`src/bmcc_consts.svh`:
```
`ifndef BMCC_CONSTS_SVH
`define BMCC_CONSTS_SVH

`define BMCC_ADDR_W        8
`define BMCC_DATA_W        8
`define BMCC_ASYNC_CLOCK_CTRL_STATUS_OFS      8'h00
`define BMCC_SLEEP_CONTROL_REGISTER_OFS      8'h01
`define BMCC_ASYNC_CLOCK_CTRL_STATUS_RST      2'h0
`define BMCC_SLEEP_CONTROL_REGISTER_RST      4'h0
`define BMCC_ACS_BIT       0
`define BMCC_XOE_BIT       1
`define BMCC_SE_BIT        0
`define BMCC_SM_LSB        1
`define BMCC_SM_MSB        3
`define BMCC_SM_POFF       3'h4
`define BMCC_SM_LAST       3'h4
`define BMCC_SLOW_RC_KHZ   131
`define BMCC_ULP_RC_KHZ    128
`define BMCC_TWI_MHZ       4
`define BMCC_CPU_MHZ       1
`define BMCC_CK_WAKE       6
`define BMCC_CK_RESET      14
`define BMCC_CK_STALL      4
`define BMCC_CK_POFF_WIN   4
`define BMCC_ULP_SHORT     500
`define BMCC_ULP_LONG      8000
`define BMCC_SUT_NONE      2'h0
`define BMCC_SUT_SHORT     2'h1
`define BMCC_SUT_LONG      2'h2
`define BMCC_CNT_W         13

`endif

```
`src/bmcc_pkg.sv`:
```
package bmcc_pkg;

  typedef enum logic [2:0] {
    BMCC_SM_IDLE,
    BMCC_SM_ADCNR,
    BMCC_SM_PDOWN,
    BMCC_SM_PSAVE,
    BMCC_SM_POFF
  } bmcc_sleep_t;

  typedef enum logic [2:0] {
    BMCC_BOOT,
    BMCC_BOOT_RT,
    BMCC_ACTIVE,
    BMCC_SLEEP,
    BMCC_WAKE,
    BMCC_STALL,
    BMCC_OFF
  } bmcc_state_t;

  typedef enum logic [1:0] {
    BMCC_MUX_RUN,
    BMCC_MUX_GAP
  } bmcc_mux_t;

endpackage : bmcc_pkg

```
`src/bmcc_clk_mux.sv`:
```
`timescale 1ns/1ps
module bmcc_clk_mux (
  input  wire logic mclk,
  input  wire logic reset_n,
  input  wire logic src0,
  input  wire logic src1,
  input  wire logic sel,
  output logic      clk_q
);

  bmcc_pkg::bmcc_mux_t st_q;
  logic                cur_q;
  logic                cur_src;
  logic                new_src;

  assign cur_src = cur_q ? src1 : src0;
  assign new_src = sel ? src1 : src0;

  // Leave the old source only while it is low, join the new one only while
  // it is low, so no runt pulse reaches the counter ADC or wake timer
  always_ff @(posedge mclk) begin
    if (!reset_n) begin
      st_q  <= bmcc_pkg::BMCC_MUX_RUN;
      cur_q <= 1'b0;
    end else begin
      case (st_q)
        bmcc_pkg::BMCC_MUX_RUN: begin
          if (sel != cur_q && !cur_src) begin
            st_q <= bmcc_pkg::BMCC_MUX_GAP;
          end
        end
        bmcc_pkg::BMCC_MUX_GAP: begin
          if (!new_src) begin
            cur_q <= sel;
            st_q  <= bmcc_pkg::BMCC_MUX_RUN;
          end
        end
        default: st_q <= bmcc_pkg::BMCC_MUX_RUN;
      endcase
    end
  end

  always_ff @(posedge mclk) begin
    if (!reset_n) begin
      clk_q <= 1'b0;
    end else begin
      clk_q <= (st_q == bmcc_pkg::BMCC_MUX_RUN) ? cur_src : 1'b0;
    end
  end

endmodule : bmcc_clk_mux

```
`src/bmcc_top.sv`:
```
// Behaviour
// - Slow RC supplies a fixed 131 kHz clock, run-time or crystal fallback.
// - Ultra-low-power RC supplies a 128 kHz low-accuracy clock.
// - Fast RC feeds two-wire serial at 4 MHz, everything else at 1 MHz.
// - Wake from power-down or power-save waits 6 CPU clocks first.
// - Reset delay by fuses: 14 clocks, plus 3.9 ms or 62.5 ms.
// - Real-time reset delay counts 500 or 8000 ULP oscillator cycles.
// - Async clock is crystal or slow RC divided by four.
// - Select bit 0: zero picks slow RC, one picks crystal.
// - Crystal enable bit 1 powers the crystal regardless of selection.
// - Writing select one with enable zero clears both bits.
// - Bits 7:2 of clock control read zero; register resets to zero.
// - Oscillator enables follow sleep mode per the gating table.
// - ULP oscillator runs when watchdog or battery protection on outside power-off, and in reset.
// - Sleep only when permit bit set at sleep instruction; five modes.
// - Interrupt wake stalls four clocks beyond start-up, then services it.
// - State kept in all sleeps but power-off; leaving power-off resets.
// - Reset during sleep wakes and starts from the reset vector.
// - Mode codes: 000 idle, 001 noise, 010 down, 011 save, 100 off.
// - Power-off with permit set clears sleep control after 4 cycles.
`timescale 1ns/1ps
`include "bmcc_consts.svh"
module bmcc_top #(
  parameter int unsigned ULP_SHORT_CYCLES = `BMCC_ULP_SHORT,
  parameter int unsigned ULP_LONG_CYCLES  = `BMCC_ULP_LONG
) (
  input  wire logic                    mclk,
  input  wire logic                    reset_n,
  input  wire logic [`BMCC_ADDR_W-1:0] addr,
  input  wire logic [`BMCC_DATA_W-1:0] wdata,
  input  wire logic                    wr,
  input  wire logic                    rd,
  output logic      [`BMCC_DATA_W-1:0] rdata_q,
  input  wire logic                    fast_rc_clk,
  input  wire logic                    slow_rc_clk,
  input  wire logic                    ulp_clk,
  input  wire logic                    xtal_clk,
  input  wire logic [1:0]              startup_delay_fuses,
  input  wire logic                    sleep_instr,
  input  wire logic                    wake_irq,
  input  wire logic                    counter_adc_on,
  input  wire logic                    wake_timer_on,
  input  wire logic                    wdt_on,
  input  wire logic                    batt_prot_on,
  output logic                         twi_clk_q,
  output logic                         io_clk_q,
  output logic                         cpu_clk_q,
  output logic                         async_clk_q,
  output logic                         fast_rc_en_q,
  output logic                         slow_rc_en_q,
  output logic                         ulp_en_q,
  output logic                         xosc_en_q,
  output logic                         cpu_run_q,
  output logic                         reset_vector_q,
  output logic                         irq_service_q,
  output logic                         poweroff_req_q,
  output logic                         retain_q,
  output logic                         sleeping_q
);

  localparam int unsigned SYNC_W = 6;

  logic [SYNC_W-1:0]          s1_q;
  logic [SYNC_W-1:0]          s2_q;
  logic [3:0]                 s3_q;
  logic                       fast_rise;
  logic                       slow_rise;
  logic                       ulp_rise;
  logic [1:0]                 div_q;
  logic [1:0]                 slow_div_q;
  logic                       ck_tick;
  logic [1:0]                 async_clock_ctrl_status_q;
  logic [3:0]                 sleep_control_register_q;
  logic [2:0]                 poff_cnt_q;
  logic                       poff_arm_q;
  logic [1:0]                 fuse_q;
  logic [`BMCC_CNT_W-1:0]     cnt_q;
  bmcc_pkg::bmcc_state_t      st_q;
  bmcc_pkg::bmcc_state_t      st_d;
  bmcc_pkg::bmcc_sleep_t      mode_q;
  logic                       io_run;
  logic                       async_clk;
  logic                       async_clock_ctrl_status_wr;
  logic                       sleep_control_register_wr;
  logic                       poff_expire;
  logic                       go_sleep;
  logic [2:0]                 sm_field;

  function automatic logic mode_valid(input logic [2:0] code);
    mode_valid = (code <= `BMCC_SM_LAST);
  endfunction : mode_valid

  function automatic logic mode_deep(input bmcc_pkg::bmcc_sleep_t m);
    mode_deep = (m == bmcc_pkg::BMCC_SM_PDOWN) || (m == bmcc_pkg::BMCC_SM_PSAVE);
  endfunction : mode_deep

  // Oscillators and fuses arrive from outside this clock
  always_ff @(posedge mclk) begin
    if (!reset_n) begin
      s1_q <= '0;
      s2_q <= '0;
      s3_q <= '0;
    end else begin
      s1_q <= {startup_delay_fuses, xtal_clk, ulp_clk, slow_rc_clk, fast_rc_clk};
      s2_q <= s1_q;
      s3_q <= s2_q[3:0];
    end
  end

  assign fast_rise = s2_q[0] & ~s3_q[0];
  assign slow_rise = s2_q[1] & ~s3_q[1];
  assign ulp_rise  = s2_q[2] & ~s3_q[2];
  assign ck_tick   = fast_rise && (div_q == 2'h3);

  // 4 MHz divided by four gives the 1 MHz module clock
  always_ff @(posedge mclk) begin
    if (!reset_n) begin
      div_q <= 2'h0;
    end else if (fast_rise) begin
      div_q <= div_q + 2'h1;
    end
  end

  always_ff @(posedge mclk) begin
    if (!reset_n) begin
      slow_div_q <= 2'h0;
    end else if (slow_rise) begin
      slow_div_q <= slow_div_q + 2'h1;
    end
  end

  assign io_run = (st_q != bmcc_pkg::BMCC_OFF) &&
                  !(st_q == bmcc_pkg::BMCC_SLEEP && mode_q != bmcc_pkg::BMCC_SM_IDLE);

  always_ff @(posedge mclk) begin
    if (!reset_n) begin
      twi_clk_q <= 1'b0;
      io_clk_q  <= 1'b0;
      cpu_clk_q <= 1'b0;
    end else begin
      twi_clk_q <= s2_q[0] & fast_rc_en_q;
      io_clk_q  <= div_q[1] & io_run;
      cpu_clk_q <= div_q[1] & (st_q == bmcc_pkg::BMCC_ACTIVE);
    end
  end

  bmcc_clk_mux u_mux (
    .mclk    (mclk),
    .reset_n (reset_n),
    .src0    (slow_div_q[1]),
    .src1    (s2_q[3]),
    .sel     (async_clock_ctrl_status_q[`BMCC_ACS_BIT]),
    .clk_q   (async_clk)
  );

  assign async_clk_q = async_clk;

  assign async_clock_ctrl_status_wr  = wr && (addr == `BMCC_ASYNC_CLOCK_CTRL_STATUS_OFS);
  assign sleep_control_register_wr  = wr && (addr == `BMCC_SLEEP_CONTROL_REGISTER_OFS);
  assign sm_field = sleep_control_register_q[`BMCC_SM_MSB:`BMCC_SM_LSB];

  always_ff @(posedge mclk) begin
    if (!reset_n) begin
      async_clock_ctrl_status_q <= `BMCC_ASYNC_CLOCK_CTRL_STATUS_RST;
    end else if (async_clock_ctrl_status_wr) begin
      // A disabled crystal must never become the source
      if (wdata[`BMCC_ACS_BIT] && !wdata[`BMCC_XOE_BIT]) begin
        async_clock_ctrl_status_q <= 2'h0;
      end else begin
        async_clock_ctrl_status_q <= wdata[1:0];
      end
    end
  end

  // Power-off arming window; a software write in the expiry cycle wins
  always_ff @(posedge mclk) begin
    if (!reset_n) begin
      poff_arm_q <= 1'b0;
      poff_cnt_q <= 3'h0;
    end else if (sleep_control_register_wr) begin
      poff_arm_q <= wdata[`BMCC_SE_BIT] && (wdata[`BMCC_SM_MSB:`BMCC_SM_LSB] == `BMCC_SM_POFF);
      poff_cnt_q <= 3'h0;
    end else if (poff_expire || go_sleep) begin
      poff_arm_q <= 1'b0;
      poff_cnt_q <= 3'h0;
    end else if (poff_arm_q && ck_tick) begin
      poff_cnt_q <= poff_cnt_q + 3'h1;
    end
  end

  assign poff_expire = poff_arm_q && ck_tick && (poff_cnt_q == 3'(`BMCC_CK_POFF_WIN - 1));

  always_ff @(posedge mclk) begin
    if (!reset_n) begin
      sleep_control_register_q <= `BMCC_SLEEP_CONTROL_REGISTER_RST;
    end else if (sleep_control_register_wr) begin
      sleep_control_register_q <= wdata[3:0];
    end else if (poff_expire) begin
      sleep_control_register_q <= `BMCC_SLEEP_CONTROL_REGISTER_RST;
    end
  end

  always_ff @(posedge mclk) begin
    if (!reset_n) begin
      rdata_q <= '0;
    end else if (rd && addr == `BMCC_ASYNC_CLOCK_CTRL_STATUS_OFS) begin
      rdata_q <= {6'h00, async_clock_ctrl_status_q};
    end else if (rd && addr == `BMCC_SLEEP_CONTROL_REGISTER_OFS) begin
      rdata_q <= {4'h0, sleep_control_register_q};
    end else begin
      rdata_q <= '0;
    end
  end

  assign go_sleep = (st_q == bmcc_pkg::BMCC_ACTIVE) && sleep_instr &&
                    sleep_control_register_q[`BMCC_SE_BIT] && mode_valid(sm_field);

  always_comb begin
    st_d = st_q;
    case (st_q)
      bmcc_pkg::BMCC_BOOT: begin
        if (ck_tick && cnt_q == `BMCC_CNT_W'(`BMCC_CK_RESET - 1)) begin
          st_d = (fuse_q == `BMCC_SUT_SHORT || fuse_q == `BMCC_SUT_LONG) ?
                 bmcc_pkg::BMCC_BOOT_RT : bmcc_pkg::BMCC_ACTIVE;
        end
      end
      bmcc_pkg::BMCC_BOOT_RT: begin
        if (ulp_rise && ((fuse_q == `BMCC_SUT_SHORT && cnt_q == `BMCC_CNT_W'(ULP_SHORT_CYCLES - 1)) ||
                         (fuse_q == `BMCC_SUT_LONG && cnt_q == `BMCC_CNT_W'(ULP_LONG_CYCLES - 1)))) begin
          st_d = bmcc_pkg::BMCC_ACTIVE;
        end
      end
      bmcc_pkg::BMCC_ACTIVE: begin
        if (go_sleep) begin
          st_d = (sm_field == `BMCC_SM_POFF) ? bmcc_pkg::BMCC_OFF : bmcc_pkg::BMCC_SLEEP;
        end
      end
      bmcc_pkg::BMCC_SLEEP: begin
        if (wake_irq) begin
          st_d = mode_deep(mode_q) ? bmcc_pkg::BMCC_WAKE : bmcc_pkg::BMCC_STALL;
        end
      end
      bmcc_pkg::BMCC_WAKE: begin
        if (ck_tick && cnt_q == `BMCC_CNT_W'(`BMCC_CK_WAKE - 1)) begin
          st_d = bmcc_pkg::BMCC_STALL;
        end
      end
      bmcc_pkg::BMCC_STALL: begin
        if (ck_tick && cnt_q == `BMCC_CNT_W'(`BMCC_CK_STALL - 1)) begin
          st_d = bmcc_pkg::BMCC_ACTIVE;
        end
      end
      bmcc_pkg::BMCC_OFF: begin
        // Any wake from power-off restarts as a full reset
        if (wake_irq) begin
          st_d = bmcc_pkg::BMCC_BOOT;
        end
      end
      default: st_d = bmcc_pkg::BMCC_BOOT;
    endcase
  end

  // Reset during sleep lands here too, so execution restarts at the vector
  always_ff @(posedge mclk) begin
    if (!reset_n) begin
      st_q <= bmcc_pkg::BMCC_BOOT;
    end else begin
      st_q <= st_d;
    end
  end

  always_ff @(posedge mclk) begin
    if (!reset_n) begin
      cnt_q <= '0;
    end else if (st_d != st_q) begin
      cnt_q <= '0;
    end else if ((st_q == bmcc_pkg::BMCC_BOOT_RT) ? ulp_rise : ck_tick) begin
      cnt_q <= cnt_q + `BMCC_CNT_W'(1);
    end
  end

  // Fuses sampled while booting, after the reset release
  always_ff @(posedge mclk) begin
    if (!reset_n) begin
      fuse_q <= `BMCC_SUT_NONE;
    end else if (st_q == bmcc_pkg::BMCC_BOOT && cnt_q == '0) begin
      fuse_q <= s2_q[5:4];
    end
  end

  always_ff @(posedge mclk) begin
    if (!reset_n) begin
      mode_q <= bmcc_pkg::BMCC_SM_IDLE;
    end else if (go_sleep) begin
      mode_q <= bmcc_pkg::bmcc_sleep_t'(sm_field);
    end
  end

  always_ff @(posedge mclk) begin
    if (!reset_n) begin
      cpu_run_q      <= 1'b0;
      reset_vector_q <= 1'b0;
      irq_service_q  <= 1'b0;
      poweroff_req_q <= 1'b0;
      retain_q       <= 1'b1;
      sleeping_q     <= 1'b0;
    end else begin
      cpu_run_q      <= (st_d == bmcc_pkg::BMCC_ACTIVE);
      reset_vector_q <= (st_q == bmcc_pkg::BMCC_BOOT || st_q == bmcc_pkg::BMCC_BOOT_RT) &&
                        (st_d == bmcc_pkg::BMCC_ACTIVE);
      irq_service_q  <= (st_q == bmcc_pkg::BMCC_STALL) && (st_d == bmcc_pkg::BMCC_ACTIVE);
      poweroff_req_q <= (st_d == bmcc_pkg::BMCC_OFF);
      retain_q       <= (st_d != bmcc_pkg::BMCC_OFF);
      sleeping_q     <= (st_d == bmcc_pkg::BMCC_SLEEP) || (st_d == bmcc_pkg::BMCC_OFF);
    end
  end

  // Crystal stabilisation is left to software timing via the wake timer
  always_ff @(posedge mclk) begin
    if (!reset_n) begin
      fast_rc_en_q <= 1'b1;
      slow_rc_en_q <= 1'b1;
      ulp_en_q     <= 1'b1;
      xosc_en_q    <= 1'b0;
    end else begin
      case (st_d)
        bmcc_pkg::BMCC_OFF: begin
          fast_rc_en_q <= 1'b0;
          slow_rc_en_q <= 1'b0;
          ulp_en_q     <= 1'b0;
          xosc_en_q    <= 1'b0;
        end
        bmcc_pkg::BMCC_SLEEP: begin
          fast_rc_en_q <= !mode_deep(go_sleep ? bmcc_pkg::bmcc_sleep_t'(sm_field) : mode_q);
          ulp_en_q     <= wdt_on | batt_prot_on;
          if ((go_sleep ? bmcc_pkg::bmcc_sleep_t'(sm_field) : mode_q) == bmcc_pkg::BMCC_SM_PDOWN) begin
            slow_rc_en_q <= 1'b0;
            xosc_en_q    <= 1'b0;
          end else begin
            slow_rc_en_q <= async_clock_ctrl_status_q[`BMCC_ACS_BIT] & (counter_adc_on | wake_timer_on);
            xosc_en_q    <= async_clock_ctrl_status_q[`BMCC_XOE_BIT];
          end
        end
        bmcc_pkg::BMCC_BOOT, bmcc_pkg::BMCC_BOOT_RT: begin
          fast_rc_en_q <= 1'b1;
          slow_rc_en_q <= 1'b1;
          ulp_en_q     <= 1'b1;
          xosc_en_q    <= async_clock_ctrl_status_q[`BMCC_XOE_BIT];
        end
        default: begin
          fast_rc_en_q <= 1'b1;
          slow_rc_en_q <= 1'b1;
          ulp_en_q     <= wdt_on | batt_prot_on;
          xosc_en_q    <= async_clock_ctrl_status_q[`BMCC_XOE_BIT];
        end
      endcase
    end
  end

endmodule : bmcc_top

```
`config.mk`:
```
export PLATFORM = sky130hd
export DESIGN_NAME = bmcc_top
export DESIGN_NICKNAME = d
export VERILOG_FILES = /design/src/bmcc_pkg.sv /design/src/bmcc_clk_mux.sv /design/src/bmcc_top.sv
export VERILOG_INCLUDE_DIRS = /design/src /design/src/src
export SDC_FILE = /design/constraint.sdc
export NUM_CORES = 1
export LEC_CHECK = 0
export BUFFER_PORTS_ARGS = -buffer_cell sky130_fd_sc_hd__buf_2
export CAP_MARGIN = 5
export CORE_MARGIN = 1
export CORE_UTILIZATION = 60
export DETAILED_ROUTE_END_ITERATION = 8
export PLACE_DENSITY = 0.84
export SLEW_MARGIN = 15
export SYNTH_ARGS = -nofsm -noshare
export SYNTH_HDL_FRONTEND = slang
export SYNTH_SLANG_ARGS = --single-unit
```
`constraint.sdc`:
```
create_clock -name mclk -period 6.4 [get_ports mclk]
set_clock_uncertainty 0.15 [all_clocks]
set_input_delay 0.64 -clock mclk [delete_from_list [all_inputs] [get_ports mclk]]
set_output_delay 0.64 -clock mclk [all_outputs]
set_load 0.05 [all_outputs]
```
==> results of run 1 <==
## cells by family (layout without fill, tap and decap cells)
family | after synthesis | count (layout) | synth area share
AOI/OAI and AO/OA | 48 | 48 | 0.1062
xor gates and xnor gates | 16 | 16 | 0.04324
adders and majority gates | 8 | 8 | 0.03089
buffers and inverters | 30 | 73 | 0.04247
DFF | 70 | 70 | 0.4324
muxes | 11 | 11 | 0.03475
other | 1 | 5 | 0.001157
and+or+nand+nor | 162 | 162 | 0.3089
## how the worst max path moves through the flow
stage,from,to,slack (ns)
global route,st_q[1]$_SDFF_PN0_,cnt_q[4]$_SDFFE_PP0P_,3.47
floorplan,cnt_q[12]$_SDFFE_PP0P_,cnt_q[0]$_SDFFE_PP0P_,3.96
finish,cnt_q[9]$_SDFFE_PP0P_,cnt_q[4]$_SDFFE_PP0P_,3.64
detailed placement,reset_n,cnt_q[4]$_SDFFE_PP0P_,3.56
global placement,reset_n,cnt_q[12]$_SDFFE_PP0P_,3.68
CTS,cnt_q[9]$_SDFFE_PP0P_,cnt_q[4]$_SDFFE_PP0P_,3.63
## cell usage after synthesis (all sizes together), types with 2 or more instances
library cell  instances
dfxtp                70
nor2                 29
and2                 22
nor3                 22
nand2                17
a21oi                13
nand4                13
xor2                 13
clkbuf               11
o21ai                11
and3                 10
inv                  10
mux2i                 9
buf                   8
ha                    8
nand3                 8
nor4                  6
and4                  5
nor2b                 5
nor3b                 5
a22o                  4
a211oi                3
and3b                 3
and4b                 3
nand3b                3
o21a                  3
or4                   3
xnor2                 3
a31oi                 2
a41oi                 2
mux2                  2
nand4b                2
o211ai                2
o32ai                 2
or3b                  2
## metal layers
layer  wire length (microns)  GRT usage  vias to the layer above
met5                       0          0                        -
met4                     151     0.1358                        0
met1                    2925     0.3339                     1245
met2                    3211     0.4187                      103
met3                     447    0.05423                       17
li1                        -          -                     1319
## power breakdown
group | switching (mW) | internal [mW] | total (mW)
clock network | 0.170 | 0.182 | 0.352
registers | 0.00271 | 0.441 | 0.444
logic | 0.0210 | 0.0126 | 0.0336
## cell type report
class | instances | area [sq um]
Multi-Input combinational cell | 249 | 1713
Fill cell | 409 | 1463
Sequential cell | 70 | 1401
Timing Repair Buffer | 46 | 232.7
Clock buffer | 10 | 127.6
Tap cell | 70 | 87.58
Clock inverter | 6 | 71.32
Inverter | 11 | 41.29
Antenna cell | 1 | 2.502
## worst reg2reg max path, stage by stage, from the launching register on
cell and delay, ns:
dfxtp_1 0.37, or4_4 0.55, or4_4 0.56, a211o_2 0.39
a31oi_4 0.47, nor3_1 0.14
## sequential cells by signal, indices dropped and copies added, names as in the netlist, 3 cells and up
| register | flops |
|---|---|
| s1_q | 6 |
| sleep_control_register_q | 4 |
| s3_q | 3 |
| s2_q | 6 |
| poff_cnt_q | 3 |
| cnt_q | 13 |
| mode_q | 3 |
| st_q | 3 |
| rdata_q | 4 |
## through the flow
step | setup slack, ns | hold slack (ns) | std cells
global route | 3.467 | 0.2961 | 462
CTS | 3.626 | 0.2909 | 462
finish | 3.640 | 0.2873 | 463
global placement | 3.682 | 0.2640 | 446
detailed placement | 3.564 | 0.2733 | 446
floorplan | 3.958 | 0.2619 | 349
==> results.sh, run 1 <==
export IMPL_status="finished, final reports clean"
export IMPL_finalSetupViolCount=0
export IMPL_critical_path_class="reg -> reg"
export IMPL_min_period_ns=2.760
export IMPL_cts_clk_slew_worst_paths_ns=0.08
export IMPL_crit_arrival_ns=2.82
export IMPL_dp_hpwl_microns=4711
export IMPL_holdPathEnd="s2_q[3]$_SDFF_PN0_"
export IMPL_synth_avg_cell_area_sq_um=9.366
export IMPL_io_buffers=45
export IMPL_synth_seq_cells=70
export IMPL_crit_top_cell="or4_4"
export IMPL_track_usage=0.2614
export IMPL_cp_max_fo=13
export IMPL_slew_headroom=0.5539
export IMPL_reg2reg_from="cnt_q[9]$_SDFFE_PP0P_"
export IMPL_vias=2684
export IMPL_rsz0062_at_grt="false"
export IMPL_root_buffer="clkbuf_8"
export IMPL_crit_path_max_incr_delay_ns=0.56
export IMPL_yosys_most_used_dff="dfxtp_1"
export IMPL_initial_core_util=0.6305
export IMPL_fin_util=0.7154
export IMPL_grt_pass1_wl_microns=11100
export IMPL_async_flop_share=0
export IMPL_end_kind="register"
export IMPL_die_height_microns=75.49
export IMPL_r2r_end="cnt_q[4]$_SDFFE_PP0P_"
export IMPL_drive_above_1_share=0.2143
export IMPL_nets=427
export IMPL_cap_viol_max_count=0
export IMPL_finalCritPeriodShare=0.4312
export IMPL_grt_overflow=0
export IMPL_min_path_cells=1
export IMPL_cts_made_buffers=9
export IMPL_final_cell_mix="dfxtp_1, buf_2, nor2_1"
export IMPL_path_buf_inv=0
export IMPL_tightest_slew_ns=0.6677
export IMPL_cts_buffer_depth=2
export IMPL_cts_sinks=70
export IMPL_synth_cells=346
export IMPL_ctsResizeCount=0
export IMPL_hold_buffers=0
export IMPL_power_mw=0.8294
export IMPL_drt_pass1_iter_count=5
export IMPL_finalInstanceArea_sq_um=3677
export IMPL_dpl_instance_area_sq_um=3476
export IMPL_yosysSeqAreaShare=0.4324
export IMPL_synth_edf_count=0
export IMPL_p_leak_nw=1.488
export IMPL_synth_area_leaders="dfxtp_1, and2_1, xor2_1, nor2_1, ha_1"
export IMPL_yosysTopAreaCell="dfxtp_1"
export IMPL_synth_area_sq_um=3241
export IMPL_hp_start="s1_q[3]$_SDFF_PN0_"
export IMPL_clk_latency_ns=0.35
export IMPL_power_density_nw_per_um2=225.5
export IMPL_die_w_microns=75.49
export IMPL_cp_depth=5
export IMPL_fin_tns_setup_ns=0
export IMPL_grt_max_degree=28
export IMPL_areaGrowthSynthToFinish_pct=13.48
export IMPL_report_final_slew_viol_count=0
export IMPL_wirelength_microns=6736
export IMPL_critical_path_top_delay_family="simple AND/OR/NAND/NOR gates"
export IMPL_rr_worst_depth=5
export IMPL_yosys_warnings=0
export IMPL_grt_pass1_vias=2444
export IMPL_crit_path_start_kind="register"
export IMPL_crit_path_cell_trace="or4_4 -> or4_4 -> a211o_2 -> a31oi_4 -> nor3_1"
export IMPL_cp_data_required_time_ns=6.46
export IMPL_ios=54
export IMPL_synth_top_area_frac=0.4324
export IMPL_htreeDepth=3
export IMPL_rrSetupSlack_ns=3.64
export IMPL_dieArea_sq_um=5699
export IMPL_avgViaCountPerCell=5.797
export IMPL_core_sq_um=5140
export IMPL_holdCritPathClass="reg -> reg"
export IMPL_fmax_mhz=362.3
export IMPL_cts_tree="built"
export IMPL_antenna_found_initial=1
export IMPL_globalplace_congestion=0.8730
export IMPL_hold_violations=0
export IMPL_postCtsSetupBuffers=0
export IMPL_crit_slowest_cell="or4_4"
export IMPL_vdd_drop_max_mv=0.1824
export IMPL_synth_cell_types=55
export IMPL_mostFrequentLayoutCell="dfxtp_1"
export IMPL_drtAntennaViolNets=0
export IMPL_placementRows=26
export IMPL_wl_per_cell_microns=14.55
export IMPL_drtIter0Drc=313
export IMPL_remaining_drc_errors=0
(Power assumes the default switching activity.)
==> run 2: changes to the inputs <==
Settings changed: CORE_UTILIZATION 60 to 50, PLACE_DENSITY 0.84 to 0.75.
Clock period 6.4 ns to 2.4 ns, I/O delays scaled along.
==> run 2 against run 1 <==
Clock-buffer cell count unchanged; power grew to 2.7 times the previous value; maximum frequency grew 16%; critical path depth up 2; combinational power grew to 3.4 times the previous value; largest cell class unchanged.
==> results.sh, run 2 (same netlist as run 1, synthesis figures left out) <==
export IMPL_grt_busiest_layer="met2"
export IMPL_finalCritPeriodShare=0.9882
export IMPL_cts_buffer_depth=2
export IMPL_num_antenna_cells=0
export IMPL_hp_start="wdt_on"
export IMPL_drive_above_1_share=0.2559
export IMPL_min_period_ns=2.372
export IMPL_top_register="cnt_q"
export IMPL_crit_path_max_incr_delay_ns=0.53
export IMPL_remaining_drc_errors=0
export IMPL_placementRows=28
export IMPL_power_frac_seq=0.527
export IMPL_r2r_end="xosc_en_q$_SDFF_PN0_"
export IMPL_grt_use_met2=0.3802
export IMPL_die_height_microns=82.51
export IMPL_io_buffers=45
export IMPL_areaGrowthSynthToFinish_pct=23.78
export IMPL_comb_power_share=0.051
export IMPL_cts_tree="built"
export IMPL_cp_data_required_time_ns=2.48
export IMPL_reg2reg_from="cnt_q[12]$_SDFFE_PP0P_"
export IMPL_critical_path_top_delay_family="simple AND/OR/NAND/NOR gates"
export IMPL_p_int_mw=1.714
export IMPL_vias=2757
export IMPL_sw_frac_of_total=0.2358
export IMPL_rr_worst_depth=7
export IMPL_drt_pass1_iter_count=4
export IMPL_grtUsageMet1=0.2876
export IMPL_cap_viol_max_count=0
export IMPL_fillCellCount=492
export IMPL_track_usage=0.2330
export IMPL_dp_hpwl_microns=5217
export IMPL_path_buf_inv=2
export IMPL_die_w_microns=82.51
export IMPL_critical_path_class="reg -> reg"
export IMPL_hold_violations=0
export IMPL_grt_overflow=0
export IMPL_largest_register_ffs=13
export IMPL_use_met3=0.06593
export IMPL_finalSetupViolCount=0
export IMPL_holdCritPathClass="in -> reg"
export IMPL_mostFrequentLayoutCell="dfxtp_1"
export IMPL_drtAntennaViolNets=0
export IMPL_holdPathEnd="ulp_en_q$_SDFF_PN1_"
export IMPL_avgViaCountPerCell=5.503
export IMPL_status="finished, final reports clean"
export IMPL_p_leak_nw=1.666
export IMPL_wl_per_cell_microns=14.72
export IMPL_cts_made_buffers=9
export IMPL_wirelength_microns=7376
export IMPL_core_sq_um=6096
export IMPL_crit_top_cell="buf_4"
export IMPL_cts_sinks=70
export IMPL_crit_slowest_cell="or4_4"
export IMPL_min_path_cells=3
export IMPL_root_buffer="clkbuf_8"
export IMPL_clk_latency_ns=0.35
export IMPL_power_mw=2.243
export IMPL_nets=461
export IMPL_drtIter0Drc=185
export IMPL_report_final_slew_viol_count=0
export IMPL_cts_clk_slew_worst_paths_ns=0.08
export IMPL_tightest_slew_ns=0.5998
export IMPL_end_kind="register"
export IMPL_cp_max_fo=5
export IMPL_ios=54
export IMPL_globalplace_congestion=0.8771
export IMPL_grt_pass1_wl_microns=11590
export IMPL_fin_tns_setup_ns=0
export IMPL_grt_pass1_vias=2503
export IMPL_vdd_drop_max_mv=0.4014
export IMPL_crit_arrival_ns=2.46
export IMPL_slew_headroom=0.5959
export IMPL_power_density_nw_per_um2=559.3
export IMPL_grt_max_degree=19
export IMPL_antenna_found_initial=0
export IMPL_htreeDepth=3
export IMPL_crit_path_cell_trace="or4_4 -> buf_4 -> nor4_2 -> a41oi_2 -> buf_4 -> a211oi_1 -> o31ai_1"
export IMPL_top_regs="cnt_q x13, s1_q x6, s2_q x6"
export IMPL_rrSetupSlack_ns=0.03
export IMPL_final_cell_mix="dfxtp_1, buf_2, nor2_1"
export IMPL_dieArea_sq_um=6807
export IMPL_fmax_mhz=421.6
export IMPL_power_switching_mw=0.5291
export IMPL_p_clk_frac=0.422
export IMPL_initial_core_util=0.5316
export IMPL_crit_path_start_kind="register"
-- run 2: cell types whose count changed in the layout (fill, tap and decap cells not counted), sizes merged --
cell         previous run  this run
clkinv                  3         5
dlygate4sd3             0        12
diode                   1         0
clkinvlp                2         0
buf                    46        68
-- run 2: worst max-delay path by stage --
stage	cells after the start	to	start
final	7	xosc_en_q$_SDFF_PN0_	cnt_q[12]$_SDFFE_PP0P_
after detailed placement	5	reset_vector_q$_SDFF_PN0_	cnt_q[12]$_SDFFE_PP0P_
after CTS	8	cnt_q[5]$_SDFFE_PP0P_	cnt_q[1]$_SDFFE_PP0P_
after global placement	5	reset_vector_q$_SDFF_PN0_	cnt_q[12]$_SDFFE_PP0P_
after floorplan	6	cnt_q[0]$_SDFFE_PP0P_	cnt_q[9]$_SDFFE_PP0P_
after global routing	7	reset_vector_q$_SDFF_PN0_	cnt_q[9]$_SDFFE_PP0P_
-- run 2: power by group through the flow --
stage | clock [mW] | sequential, mW | combinational, mW
floorplan | 0 | 1.21 | 0.0595
global placement | 0 | 1.21 | 0.0943
detailed placement | 0 | 1.21 | 0.0960
CTS | 0.968 | 1.18 | 0.112
global route | 1.02 | 1.18 | 0.123
finish | 0.948 | 1.18 | 0.113
-- run 2: area by class of cell --
| type | count | area, sq um | share of cell area |
|---|---|---|---|
| clock buffer | 10 | 127.6 | 0.03182 |
| multi-input combinational | 249 | 1745 | 0.4351 |
| sequential | 70 | 1403 | 0.3497 |
| tap | 75 | 93.84 | 0.02339 |
| timing repair buffer | 80 | 530.5 | 0.1323 |
| inverter | 11 | 41.29 | 0.01029 |
| clock inverter | 6 | 70.07 | 0.01747 |
-- run 2: tightest hold or removal path, cell delays in order --
cell	delay (ns)
buf_2	0.09
o211ai_1	0.08
o2111ai_1	0.08
-- run 2: what timing repair did --
item	4_1_cts	5_1_grt
buffers inserted	0	1
pin swaps	3	3
gates cloned	0	0
endpoints found under the setup margin	17	15
hold endpoints to repair	13	0
hold buffers	12	0
resized for setup	2	1
-- run 2: layer usage --
layer / part of all wire / vias up / routed length, microns
li1: - / 1378 / -
met1: 0.45 / 1278 / 3336
met2: 0.46 / 87 / 3414
met3: 0.064 / 14 / 472
met4: 0.021 / 0 / 152
met5: 0 / - / 0
-- run 2: metrics by stage --
stage                     cells  area (sq um)  hold WS [ns]  utilization  setup slack, ns
after global placement      472          3661        0.2657       0.6006         -0.03592
after floorplan             349          3261        0.2155            -         -0.04113
after global routing        501          4011       0.01704       0.6580        -0.008021
after detailed placement    472          3661        0.2689       0.6006         -0.04637
after CTS                   500          3993       0.01343       0.6550         0.006759
final                       501          4011       0.02236       0.6580          0.02826
